### src/design/vrct_pkg.sv
// vrct_pkg: constants and carrier types for the raster and
// character-cell timing generator.
// assumes: a single core clock; the dot rate is derived from it.
package vrct_pkg;

  // -------------------------------------------------------------
  // clocking and rates
  // -------------------------------------------------------------
  localparam int unsigned CORE_CLK_HZ = 125000000;
  localparam int unsigned DOT_CLK_HZ = 15148800;
  localparam int unsigned FIELD_RATE_HZ = 60;
  localparam int unsigned ACC_W = 28;

  // -------------------------------------------------------------
  // raster geometry
  // -------------------------------------------------------------
  localparam int unsigned CELL_DOTS = 10;
  localparam int unsigned CELL_LINES = 10;
  localparam int unsigned VIS_COLS = 80;
  localparam int unsigned VIS_ROWS = 25;
  localparam int unsigned VIS_DOTS = 800;
  localparam int unsigned FIELD_LINES = 263;
  localparam int unsigned FIELD_VIS_LINES = 250;
  localparam int unsigned FRAME_LINES = 526;
  localparam int unsigned FRAME_VIS_LINES = 500;
  // line total in dots follows from dot rate, field rate and lines
  localparam int unsigned LINE_DOTS =
    DOT_CLK_HZ / (FIELD_RATE_HZ * FIELD_LINES);
  localparam int unsigned LINE_CHARS = LINE_DOTS / CELL_DOTS;

  // glyph window inside a cell: columns 1..7, lines 0..8
  localparam logic [3:0] GLYPH_COL_FIRST = 4'h1;
  localparam logic [3:0] GLYPH_COL_LAST = 4'h7;
  localparam logic [3:0] GLYPH_LINE_LAST = 4'h8;
  localparam logic [3:0] DESC_LINE_FIRST = 4'h7;
  localparam logic [3:0] CHAR_CLK_HIGH_DOTS = 4'h5;

  // drive pulse placement, in character columns and field lines
  localparam logic [6:0] HDRV_START_COL = 7'h54;
  localparam logic [6:0] HDRV_END_COL = 7'h5C;
  localparam logic [8:0] VDRV_START_LINE = 9'h0FD;
  localparam logic [8:0] VDRV_END_LINE = 9'h100;

  // -------------------------------------------------------------
  // types
  // -------------------------------------------------------------
  typedef enum logic [0:0] {
    VRCT_FIELD_A = 1'b0,
    VRCT_FIELD_B = 1'b1
  } vrct_field_t;

  typedef struct packed {
    logic [3:0] dot_in_cell;
    logic [6:0] char_col;
    logic [4:0] char_row;
    logic [3:0] line_in_row;
    logic [8:0] field_line;
    vrct_field_t field;
  } vrct_pos_t;

  typedef struct packed {
    logic dot_tick;
    logic char_clk;
    logic hblank;
    logic vblank;
    logic hdrive;
    logic vdrive;
    logic glyph_en;
    logic descender;
  } vrct_sig_t;

endpackage : vrct_pkg

### src/design/vrct_timing.sv
// vrct_timing: raster, field and character-cell timing generator.
// assumes: core_clk at 125 MHz, synchronous active-high reset, and an
// interlace strap pin from outside the clock domain.
`timescale 1ns/1ps

// Summary of operation
// dots advance left to right; line counter steps only at end of line
// a frame is 526 lines made of field A then field B
// each field has 263 lines, first 250 visible, rest blanked
// line length chosen so fields come at 60 per second
// each line is 800 visible picture elements, one per dot tick
// picture data only inside 500 lines by 800 elements per frame
// standard mode: both fields drive on the same lines and overlay
// interlace mode: field B drive starts half a line late to interleave
// visible area is 25 character rows of 80 columns
// cell is 10 dots by 10 lines, both counters modulo ten
// left column, two right columns and bottom line stay blank
// glyph window is 7 by 9, bottom two lines flagged as descender
// dot tick rate is a nominal 15.1488 MHz from the core clock
// character clock is the dot rate divided by ten
// blanking outside 800 elements and during vertical retrace
// column, row and line-in-row counts are exported
module vrct_timing #(
  parameter int unsigned LINE_CHARS_P = vrct_pkg::LINE_CHARS
) (
  input wire logic core_clk,
  input wire logic reset,
  input wire logic interlace_pin,
  output vrct_pkg::vrct_pos_t pos,
  output vrct_pkg::vrct_sig_t sig
);
  import vrct_pkg::*;

  // -------------------------------------------------------------
  // elaboration checks
  // -------------------------------------------------------------
  if (LINE_CHARS_P <= VIS_COLS || LINE_CHARS_P > 127) begin : g_bad
    $error("line length must exceed the visible columns and fit 7 bits");
  end

  // the drive pulse must fit inside the line, or the monitor never locks
  if (LINE_CHARS_P < int'(HDRV_END_COL)) begin : g_short
    $error("line length must reach past the horizontal drive pulse");
  end

  localparam logic [6:0] LAST_COL = 7'(LINE_CHARS_P - 1);
  localparam logic [6:0] VIS_COLS_C = 7'(VIS_COLS);
  localparam logic [8:0] LAST_LINE = 9'(FIELD_LINES - 1);
  localparam logic [8:0] VIS_LINES_C = 9'(FIELD_VIS_LINES);
  localparam logic [3:0] LAST_DOT = 4'(CELL_DOTS - 1);
  localparam logic [3:0] CELL_LINES_C = 4'(CELL_LINES);
  localparam logic [ACC_W-1:0] ACC_STEP = ACC_W'(DOT_CLK_HZ);
  localparam logic [ACC_W-1:0] ACC_MOD = ACC_W'(CORE_CLK_HZ);

  // -------------------------------------------------------------
  // interlace strap synchroniser
  // -------------------------------------------------------------
  logic intl_s1_r;
  logic intl_s2_r;
  logic intl_r;
  logic intl_nxt;

  always_ff @(posedge core_clk) begin
    if (reset) begin
      intl_s1_r <= 1'b0;
      intl_s2_r <= 1'b0;
    end else begin
      intl_s1_r <= interlace_pin;
      intl_s2_r <= intl_s1_r;
    end
  end

  // -------------------------------------------------------------
  // dot rate accumulator
  // -------------------------------------------------------------
  // fractional divider: average rate is exact, single ticks jitter by
  // one core cycle, which a monitor cannot see at this dot size
  logic [ACC_W-1:0] acc_r;
  logic [ACC_W-1:0] acc_nxt;
  logic tick_r;
  logic tick_nxt;

  always_comb begin
    logic [ACC_W-1:0] sum;
    sum = acc_r + ACC_STEP;
    if (sum >= ACC_MOD) begin
      acc_nxt = sum - ACC_MOD;
      tick_nxt = 1'b1;
    end else begin
      acc_nxt = sum;
      tick_nxt = 1'b0;
    end
  end

  always_ff @(posedge core_clk) begin
    if (reset) begin
      acc_r <= '0;
      tick_r <= 1'b0;
    end else begin
      acc_r <= acc_nxt;
      tick_r <= tick_nxt;
    end
  end

  // -------------------------------------------------------------
  // raster counters
  // -------------------------------------------------------------
  logic [3:0] dot_r, dot_nxt;
  logic [6:0] col_r, col_nxt;
  logic [8:0] line_r, line_nxt;
  logic [4:0] row_r, row_nxt;
  logic [3:0] lir_r, lir_nxt;
  vrct_field_t field_r, field_nxt;
  logic end_of_line;

  assign end_of_line = tick_r && dot_r == LAST_DOT && col_r == LAST_COL;

  always_comb begin
    logic [3:0] lir_sum;
    // both modes walk every cell line in each field; interlace only
    // moves the vertical drive, so the text stays 25 rows high
    lir_sum = lir_r + 4'h1;
    dot_nxt = dot_r;
    col_nxt = col_r;
    line_nxt = line_r;
    row_nxt = row_r;
    lir_nxt = lir_r;
    field_nxt = field_r;
    intl_nxt = intl_r;
    if (tick_r) begin
      dot_nxt = (dot_r == LAST_DOT) ? 4'h0 : dot_r + 4'h1;
      if (dot_r == LAST_DOT) begin
        col_nxt = (col_r == LAST_COL) ? 7'h00 : col_r + 7'h01;
      end
    end
    if (end_of_line) begin
      if (line_r == LAST_LINE) begin
        // mode is taken only at a field boundary so a strap change
        // never tears a field
        line_nxt = 9'h000;
        field_nxt = (field_r == VRCT_FIELD_A) ? VRCT_FIELD_B
                                              : VRCT_FIELD_A;
        intl_nxt = intl_s2_r;
        row_nxt = 5'h00;
        lir_nxt = 4'h0;
      end else begin
        line_nxt = line_r + 9'h001;
        if (line_r < VIS_LINES_C) begin
          if (lir_sum >= CELL_LINES_C) begin
            lir_nxt = lir_sum - CELL_LINES_C;
            row_nxt = row_r + 5'h01;
          end else begin
            lir_nxt = lir_sum;
          end
        end
      end
    end
  end

  always_ff @(posedge core_clk) begin
    if (reset) begin
      dot_r <= 4'h0;
      col_r <= 7'h00;
      line_r <= 9'h000;
      row_r <= 5'h00;
      lir_r <= 4'h0;
      field_r <= VRCT_FIELD_A;
      intl_r <= 1'b0;
    end else begin
      dot_r <= dot_nxt;
      col_r <= col_nxt;
      line_r <= line_nxt;
      row_r <= row_nxt;
      lir_r <= lir_nxt;
      field_r <= field_nxt;
      intl_r <= intl_nxt;
    end
  end

  // -------------------------------------------------------------
  // derived signals and output registers
  // -------------------------------------------------------------
  vrct_pos_t pos_r, pos_nxt;
  vrct_sig_t sig_r, sig_nxt;
  logic h_vis;
  logic v_vis;
  logic half_ok;

  assign h_vis = col_r < VIS_COLS_C;
  assign v_vis = line_r < VIS_LINES_C;
  // in interlace mode field B drive starts half a line late
  assign half_ok = !(intl_r && field_r == VRCT_FIELD_B) ||
                   col_r >= 7'(LINE_CHARS_P / 2);

  always_comb begin
    pos_nxt.dot_in_cell = dot_r;
    pos_nxt.char_col = col_r;
    pos_nxt.char_row = row_r;
    pos_nxt.line_in_row = lir_r;
    pos_nxt.field_line = line_r;
    pos_nxt.field = field_r;
    sig_nxt.dot_tick = tick_r;
    sig_nxt.char_clk = dot_r < CHAR_CLK_HIGH_DOTS;
    sig_nxt.hblank = !h_vis;
    sig_nxt.vblank = !v_vis;
    sig_nxt.hdrive = col_r >= HDRV_START_COL && col_r < HDRV_END_COL;
    sig_nxt.vdrive = (line_r > VDRV_START_LINE ||
                      (line_r == VDRV_START_LINE && half_ok)) &&
                     (line_r < VDRV_END_LINE ||
                      (line_r == VDRV_END_LINE && !half_ok));
    sig_nxt.glyph_en = h_vis && v_vis &&
                       dot_r >= GLYPH_COL_FIRST &&
                       dot_r <= GLYPH_COL_LAST &&
                       lir_r <= GLYPH_LINE_LAST;
    sig_nxt.descender = sig_nxt.glyph_en &&
                        lir_r >= DESC_LINE_FIRST;
  end

  always_ff @(posedge core_clk) begin
    if (reset) begin
      pos_r <= '0;
      sig_r <= '0;
    end else begin
      pos_r <= pos_nxt;
      sig_r <= sig_nxt;
    end
  end

  assign pos = pos_r;
  assign sig = sig_r;

  // -------------------------------------------------------------
  // checks
  // -------------------------------------------------------------
  // independent line count, so the field length check does not lean on
  // the line counter that it is meant to judge
  logic [8:0] lines_seen_r;
  always_ff @(posedge core_clk) begin
    if (reset) begin
      lines_seen_r <= 9'h000;
    end else if (end_of_line) begin
      lines_seen_r <= (line_r == LAST_LINE) ? 9'h000
                                            : lines_seen_r + 9'h001;
    end
  end

  a_dot_wraps: assert property (@(posedge core_clk) disable iff (reset)
    tick_r && dot_r == LAST_DOT |=> dot_r == 4'h0)
    else $error("dot counter did not wrap at ten");
  a_line_holds: assert property (@(posedge core_clk) disable iff (reset)
    !end_of_line |=> line_r == $past(line_r))
    else $error("line moved outside end of line");
  a_field_len: assert property (@(posedge core_clk) disable iff (reset)
    end_of_line && line_r == LAST_LINE |-> lines_seen_r == LAST_LINE)
    else $error("field length is not 263 lines");
  a_field_flip: assert property (@(posedge core_clk) disable iff (reset)
    end_of_line && line_r == LAST_LINE |=> field_r != $past(field_r))
    else $error("field did not alternate");
  a_glyph_blank: assert property (@(posedge core_clk)
    disable iff (reset)
    sig_r.glyph_en |-> pos_r.dot_in_cell inside {[1:7]} &&
                       pos_r.line_in_row != 4'h9)
    else $error("glyph enabled in a spacing dot");
  a_hblank_vis: assert property (@(posedge core_clk) disable iff (reset)
    sig_r.hblank |-> pos_r.char_col >= VIS_COLS_C && !sig_r.glyph_en)
    else $error("hblank inside visible columns");
  a_vblank_vis: assert property (@(posedge core_clk) disable iff (reset)
    sig_r.vblank |-> pos_r.field_line >= VIS_LINES_C && !sig_r.glyph_en)
    else $error("vblank inside visible lines");
  a_tick_rate: assert property (@(posedge core_clk) disable iff (reset)
    tick_r |=> !tick_r ##1 !tick_r ##1 !tick_r ##1 !tick_r ##1 !tick_r ##1
               !tick_r ##1 !tick_r [*1] ##[1:2] tick_r)
    else $error("dot tick spacing is not 8 or 9 cycles");
  a_row_bound: assert property (@(posedge core_clk) disable iff (reset)
    line_r < VIS_LINES_C |-> row_r < 5'(VIS_ROWS))
    else $error("character row beyond 25 in visible area");
  a_field_start: assert property (@(posedge core_clk)
    disable iff (reset)
    end_of_line && line_r == LAST_LINE |=> lir_r == 4'h0 && row_r == 5'h00)
    else $error("field did not restart at the top cell line");

  // drive pulses: the half-line shift is the only difference between
  // the two modes, so both sides of it are guarded
  a_intl_half: assert property (@(posedge core_clk) disable iff (reset)
    intl_r && field_r == VRCT_FIELD_B && line_r == VDRV_START_LINE &&
    col_r < 7'(LINE_CHARS_P / 2) |=> !sig_r.vdrive)
    else $error("interlaced field B drive did not wait half a line");
  a_std_overlay: assert property (@(posedge core_clk) disable iff (reset)
    !intl_r && line_r == VDRV_START_LINE |=> sig_r.vdrive)
    else $error("standard mode drive not on the same line in each field");
  a_hdrive_blank: assert property (@(posedge core_clk)
    disable iff (reset)
    sig_r.hdrive |-> sig_r.hblank)
    else $error("horizontal drive inside visible columns");
  a_vdrive_blank: assert property (@(posedge core_clk)
    disable iff (reset)
    sig_r.vdrive |-> sig_r.vblank)
    else $error("vertical drive inside visible lines");

  c_field_b: cover property (@(posedge core_clk) disable iff (reset)
    end_of_line && line_r == LAST_LINE && field_r == VRCT_FIELD_B);
  c_row_step: cover property (@(posedge core_clk) disable iff (reset)
    end_of_line && row_nxt != row_r);
  c_intl_on: cover property (@(posedge core_clk) disable iff (reset)
    intl_r && field_r == VRCT_FIELD_B);
  c_descender: cover property (@(posedge core_clk) disable iff (reset)
    sig_r.descender);
  c_intl_half: cover property (@(posedge core_clk) disable iff (reset)
    intl_r && field_r == VRCT_FIELD_B && line_r == VDRV_START_LINE &&
    half_ok);

endmodule : vrct_timing

### config.mk
export PLATFORM = sky130hd
export DESIGN_NAME = vrct_timing
export DESIGN_NICKNAME = d
export VERILOG_FILES = /design/src/design/vrct_pkg.sv /design/src/design/vrct_timing.sv
export SDC_FILE = /design/constraint.sdc
export NUM_CORES = 1
export LEC_CHECK = 0
export ABC_CLOCK_PERIOD_IN_PS = 2600
export BUFFER_PORTS_ARGS = -buffer_cell sky130_fd_sc_hd__buf_2
export CAP_MARGIN = 30
export CORE_ASPECT_RATIO = 1.25
export CORE_MARGIN = 10
export CORE_UTILIZATION = 54
export DETAILED_ROUTE_END_ITERATION = 10
export GPL_ROUTABILITY_DRIVEN = 0
export GPL_TIMING_DRIVEN = 0
export PLACE_DENSITY_LB_ADDON = 0.1
export SYNTH_ARGS = -nofsm -noshare
export SYNTH_HDL_FRONTEND = slang
export SYNTH_SLANG_ARGS = --single-unit
### constraint.sdc
create_clock -name core_clk -period 2.6 [get_ports core_clk]
set_input_delay 0.52 -clock core_clk [delete_from_list [all_inputs] [get_ports core_clk]]
set_output_delay 0.52 -clock core_clk [all_outputs]
set_load 0.005 [all_outputs]
==> key figures <==
Place
  – Pre-CTS WS: -0.4398 ns
  – PortBufs: 40
  – DP HPWL: 8.188 mm
  – Dpl cells: 681

Global routing
  – Initial antenna violation count: 0
  – Largest net degree at the start of global routing: 16
  – Vias in the first global route: 4015
  – First-pass GRT wire length: 19.44 mm
  – Grt ovf: 0
  – GRT Util Overall: 0.1805

Synthesis
  – Post-Synth Adder-Cell Area: 0.03409
  – Count of different cell masters after synthesis: 78
  – Post-synthesis cell count: 521
  – EDFF count, synth: 0
  – Synth Area in Compound Gates: 0.1909
  – Async SR Flop Fraction: 0
  – Synth Flop Type: dfxtp_1
  – Synthesized cell area: 0.004771 mm^2
  – Mux cell area share after synthesis: 0.006294
  – Post-Synth XOR/XNOR Area: 0.08025
  – #FFs+latches synth: 94
  – Syn Area/Cell: 9.157 um^2
  – Largest family of logic cells by synthesized area: simple AND/OR/NAND/NOR gates
  – YS warnings: 0
  – Area share of and/or/nand/nor cells after synthesis: 0.2484
  – Post-synthesis net count: 537
  – Sequential share of the synthesized area: 0.3944

Min path
  – HP Class: in -> reg
  – Hold path startpoint: interlace_pin
  – Worst Hold End: intl_s1_r
  – Hold Path Stages: 2

Setup path
  – CP max-delay cell: dfxtp_2
  – Critical path class: reg -> reg
  – CP peak stage delay: 0.33 ns
  – CP Launch Type: flip-flop
  – Crit end category: flip-flop
  – R2R Path Start: acc_r[8]
  – Critical Path Most Common Cell: buf_6
  – Crit-path cells: buf_6, inv_4, ha_4, and2b_2, nor4_4, o311ai_4, xor2_2, buf_6, a211oi_4, buf_6, a311o_2, buf_6, a21o_1, a21oi_2
  – Worst endpoint data arrival time: 3.11 ns
  – CP required: 2.83 ns
  – R2R cell count: 14
  – Critical Path Fanout Max: 8
  – Reg-to-reg critical path endpoint: acc_r[9]
  – FF-to-FF setup slack: -0.28 ns

Power and ir drop
  – Switching pwr: 0.001595 W
  – Part of the power in combinational logic: 0.390
  – Flop pwr share: 0.360
  – Power density over the cells: 764.9 mW/mm^2
  – Worst IR Drop VDD: 0.3506 mV
  – P_int: 0.002940 W
  – Leakage power: 2.288 nW
  – Sw frac: 0.3517
  – Clock power frac: 0.250

Floorplanning
  – Die width: 104.1 um
  – IO Pins: 41
  – Core ar.: 0.008653 mm^2
  – Placement row count: 38
  – Initial Utilization: 0.5513
  – Die Height: 125.1 um
  – Die Area: 0.01302 mm^2

Timing
  – Final period util: 1.108
  – RSZ-0062 raised after global routing: yes
  – Slew @ Worst Pin: 0.7749 ns
  – Setup TNS: -4.897 ns
  – Min Clock Period, post-route: 2.880 ns
  – Worst Slack Setup Final: -0.2801 ns
  – Finish-stage setup viols: 22
  – Relative slew slack: 0.4834
  – Max Clk Rate: 0.3472 GHz
  – Final slew viol count: 0
  – Skew final: 0.008277 ns
  – Final Hold Fails: 0

Routing
  – Drt first-iter violations: 166
  – 1st-pass router iterations: 4
  – Avg WL per Cell: 16.70 um
  – Via/cell ratio: 5.544
  – Post-route ant nets: 0
  – Via count of the routed design: 4053
  – Drt total wl: 12.21 mm
  – DRC Markers: 0

Status
  – Status: finished with violations
  – Failing checks: setup timing

Clock network
  – Post-cts hold buffer count: 0
  – Max clock buf depth: 2
  – H-tree depth: 3
  – Worst-path clk slew: 0.09 ns
  – CTS tree: built
  – Clock root cell: clkbuf_8
  – Worst skew pair latency: 0.37 ns
  – Cts bufs inserted: 9
  – Clock sinks: 94

Finish
  – Commonest cells after routing, fill and taps aside: 90 x dfxtp_1, 46 x nor2_1, 43 x buf_2
  – Fraction of layout cells with a size suffix above 1: 0.2995
  – Most common cell after layout, fill and taps aside: dfxtp_1
  – Antenna Cells: 0
  – Post-route insts no fill: 731
  – Nets@finish: 622
  – P&R area growth vs syn: 24.26%
  – Final core utilization: 0.6851

Job
  – Max-cap violations: 0
worst max path at each step:
stage	cells past startpoint	start	end	slack, ns
2_1_floorplan	12	acc_r[8]	acc_r[9]	-0.05
5_1_grt	14	acc_r[8]	acc_r[25]	-0.39
6_report	14	acc_r[8]	acc_r[9]	-0.28
3_3_place_gp	12	acc_r[8]	acc_r[9]	-0.47
3_5_place_dp	12	acc_r[8]	acc_r[25]	-0.44
4_1_cts	12	acc_r[8]	acc_r[25]	-0.24
stage by stage:
stage          power [W]  hold WS, ns  area (um^2)
6_report        0.004535       0.3779         5928
5_1_grt         0.004763       0.3720         5928
4_1_cts         0.004383       0.3656         5748
3_5_place_dp    0.002970       0.4266         5160
3_3_place_gp    0.002946       0.4235         5160
2_1_floorplan   0.002731       0.4138         4810
critical path: cells and delay by family (launching register included):
family	cells	cell delay, ns
DFF	1	0.33
and+or+nand+nor	2	0.50
AOI/OAI and AO/OA	5	0.87
buffers and inverters	5	0.66
xor gates and xnor gates	1	0.18
adders and majority gates	1	0.19
cells in the mapped netlist (3+ instances only):
cell	n	area share
a211oi_1	4	0.0063
a211oi_2	3	0.0079
a21o_1	8	0.013
a21oi_1	26	0.027
a21oi_2	7	0.013
a31oi_1	4	0.0052
and2_1	4	0.0052
and3_1	8	0.010
buf_1	3	0.0024
buf_2	3	0.0031
buf_6	7	0.017
clkbuf_1	12	0.0094
dfxtp_1	94	0.39
ha_1	13	0.034
inv_1	18	0.014
mux2i_1	3	0.0063
nand2_1	24	0.019
nand3_1	12	0.013
nand4_1	12	0.016
nor2_1	50	0.039
nor2b_1	32	0.042
nor3_1	24	0.025
nor3_2	5	0.010
nor3b_1	6	0.0094
o211ai_1	3	0.0047
o21a_1	3	0.0047
o21ai_0	23	0.024
o21ai_1	6	0.0063
o21bai_1	3	0.0047
o22ai_1	3	0.0039
or3_1	7	0.0092
xnor2_1	16	0.029
xor2_1	19	0.035
timing repair:
item                       CTS  global route
cloned                       3             1
setup endpoints to repair   36            34
pin swaps                   23            19
gates resized for setup     31            27
setup buffers               25             9
layer usage:
layer,share of wire,global-route usage,up-vias
li1,-,-,2006
met1,0.39,0.1857,1918
met2,0.55,0.3427,101
met3,0.033,0.03392,28
met4,0.026,0.08368,0
met5,0,0,-
sequential cells by signal (all words and copies together), names as in the netlist, 4 cells and up:
signal,flops
dot_r,4
acc_r,22
lir_r,4
pos,30
row_r,5
sig,8
line_r,9
col_r,7
cell families after synthesis:
kind of cell / Yosys count
and+or+nand+nor: 210
adders and majority gates: 13
AOI/OAI and AO/OA: 119
muxes: 3
DFF: 94
xor gates and xnor gates: 39
buffers and inverters: 43
power by group through the flow:
stage          registers [W]  logic [W]  clock network (W)
6_report             0.00163    0.00177            0.00114
3_5_place_dp         0.00166    0.00131                  0
3_3_place_gp         0.00166    0.00129                  0
4_1_cts              0.00163    0.00160            0.00115
2_1_floorplan        0.00164    0.00109                  0
5_1_grt              0.00164    0.00190            0.00122
final cells by class:
| type | count | area [um^2] |
|---|---|---|
| fill | 733 | 2725 |
| buffer | 24 | 146.4 |
| inverter | 18 | 70.07 |
| clock buffer | 12 | 165.2 |
| tap | 120 | 150.1 |
| multi-input combinational | 385 | 2935 |
| timing repair buffer | 74 | 494.2 |
| clock inverter | 4 | 77.57 |
| sequential | 94 | 1889 |
No activity file was read; power rests on OpenSTA's default activity.
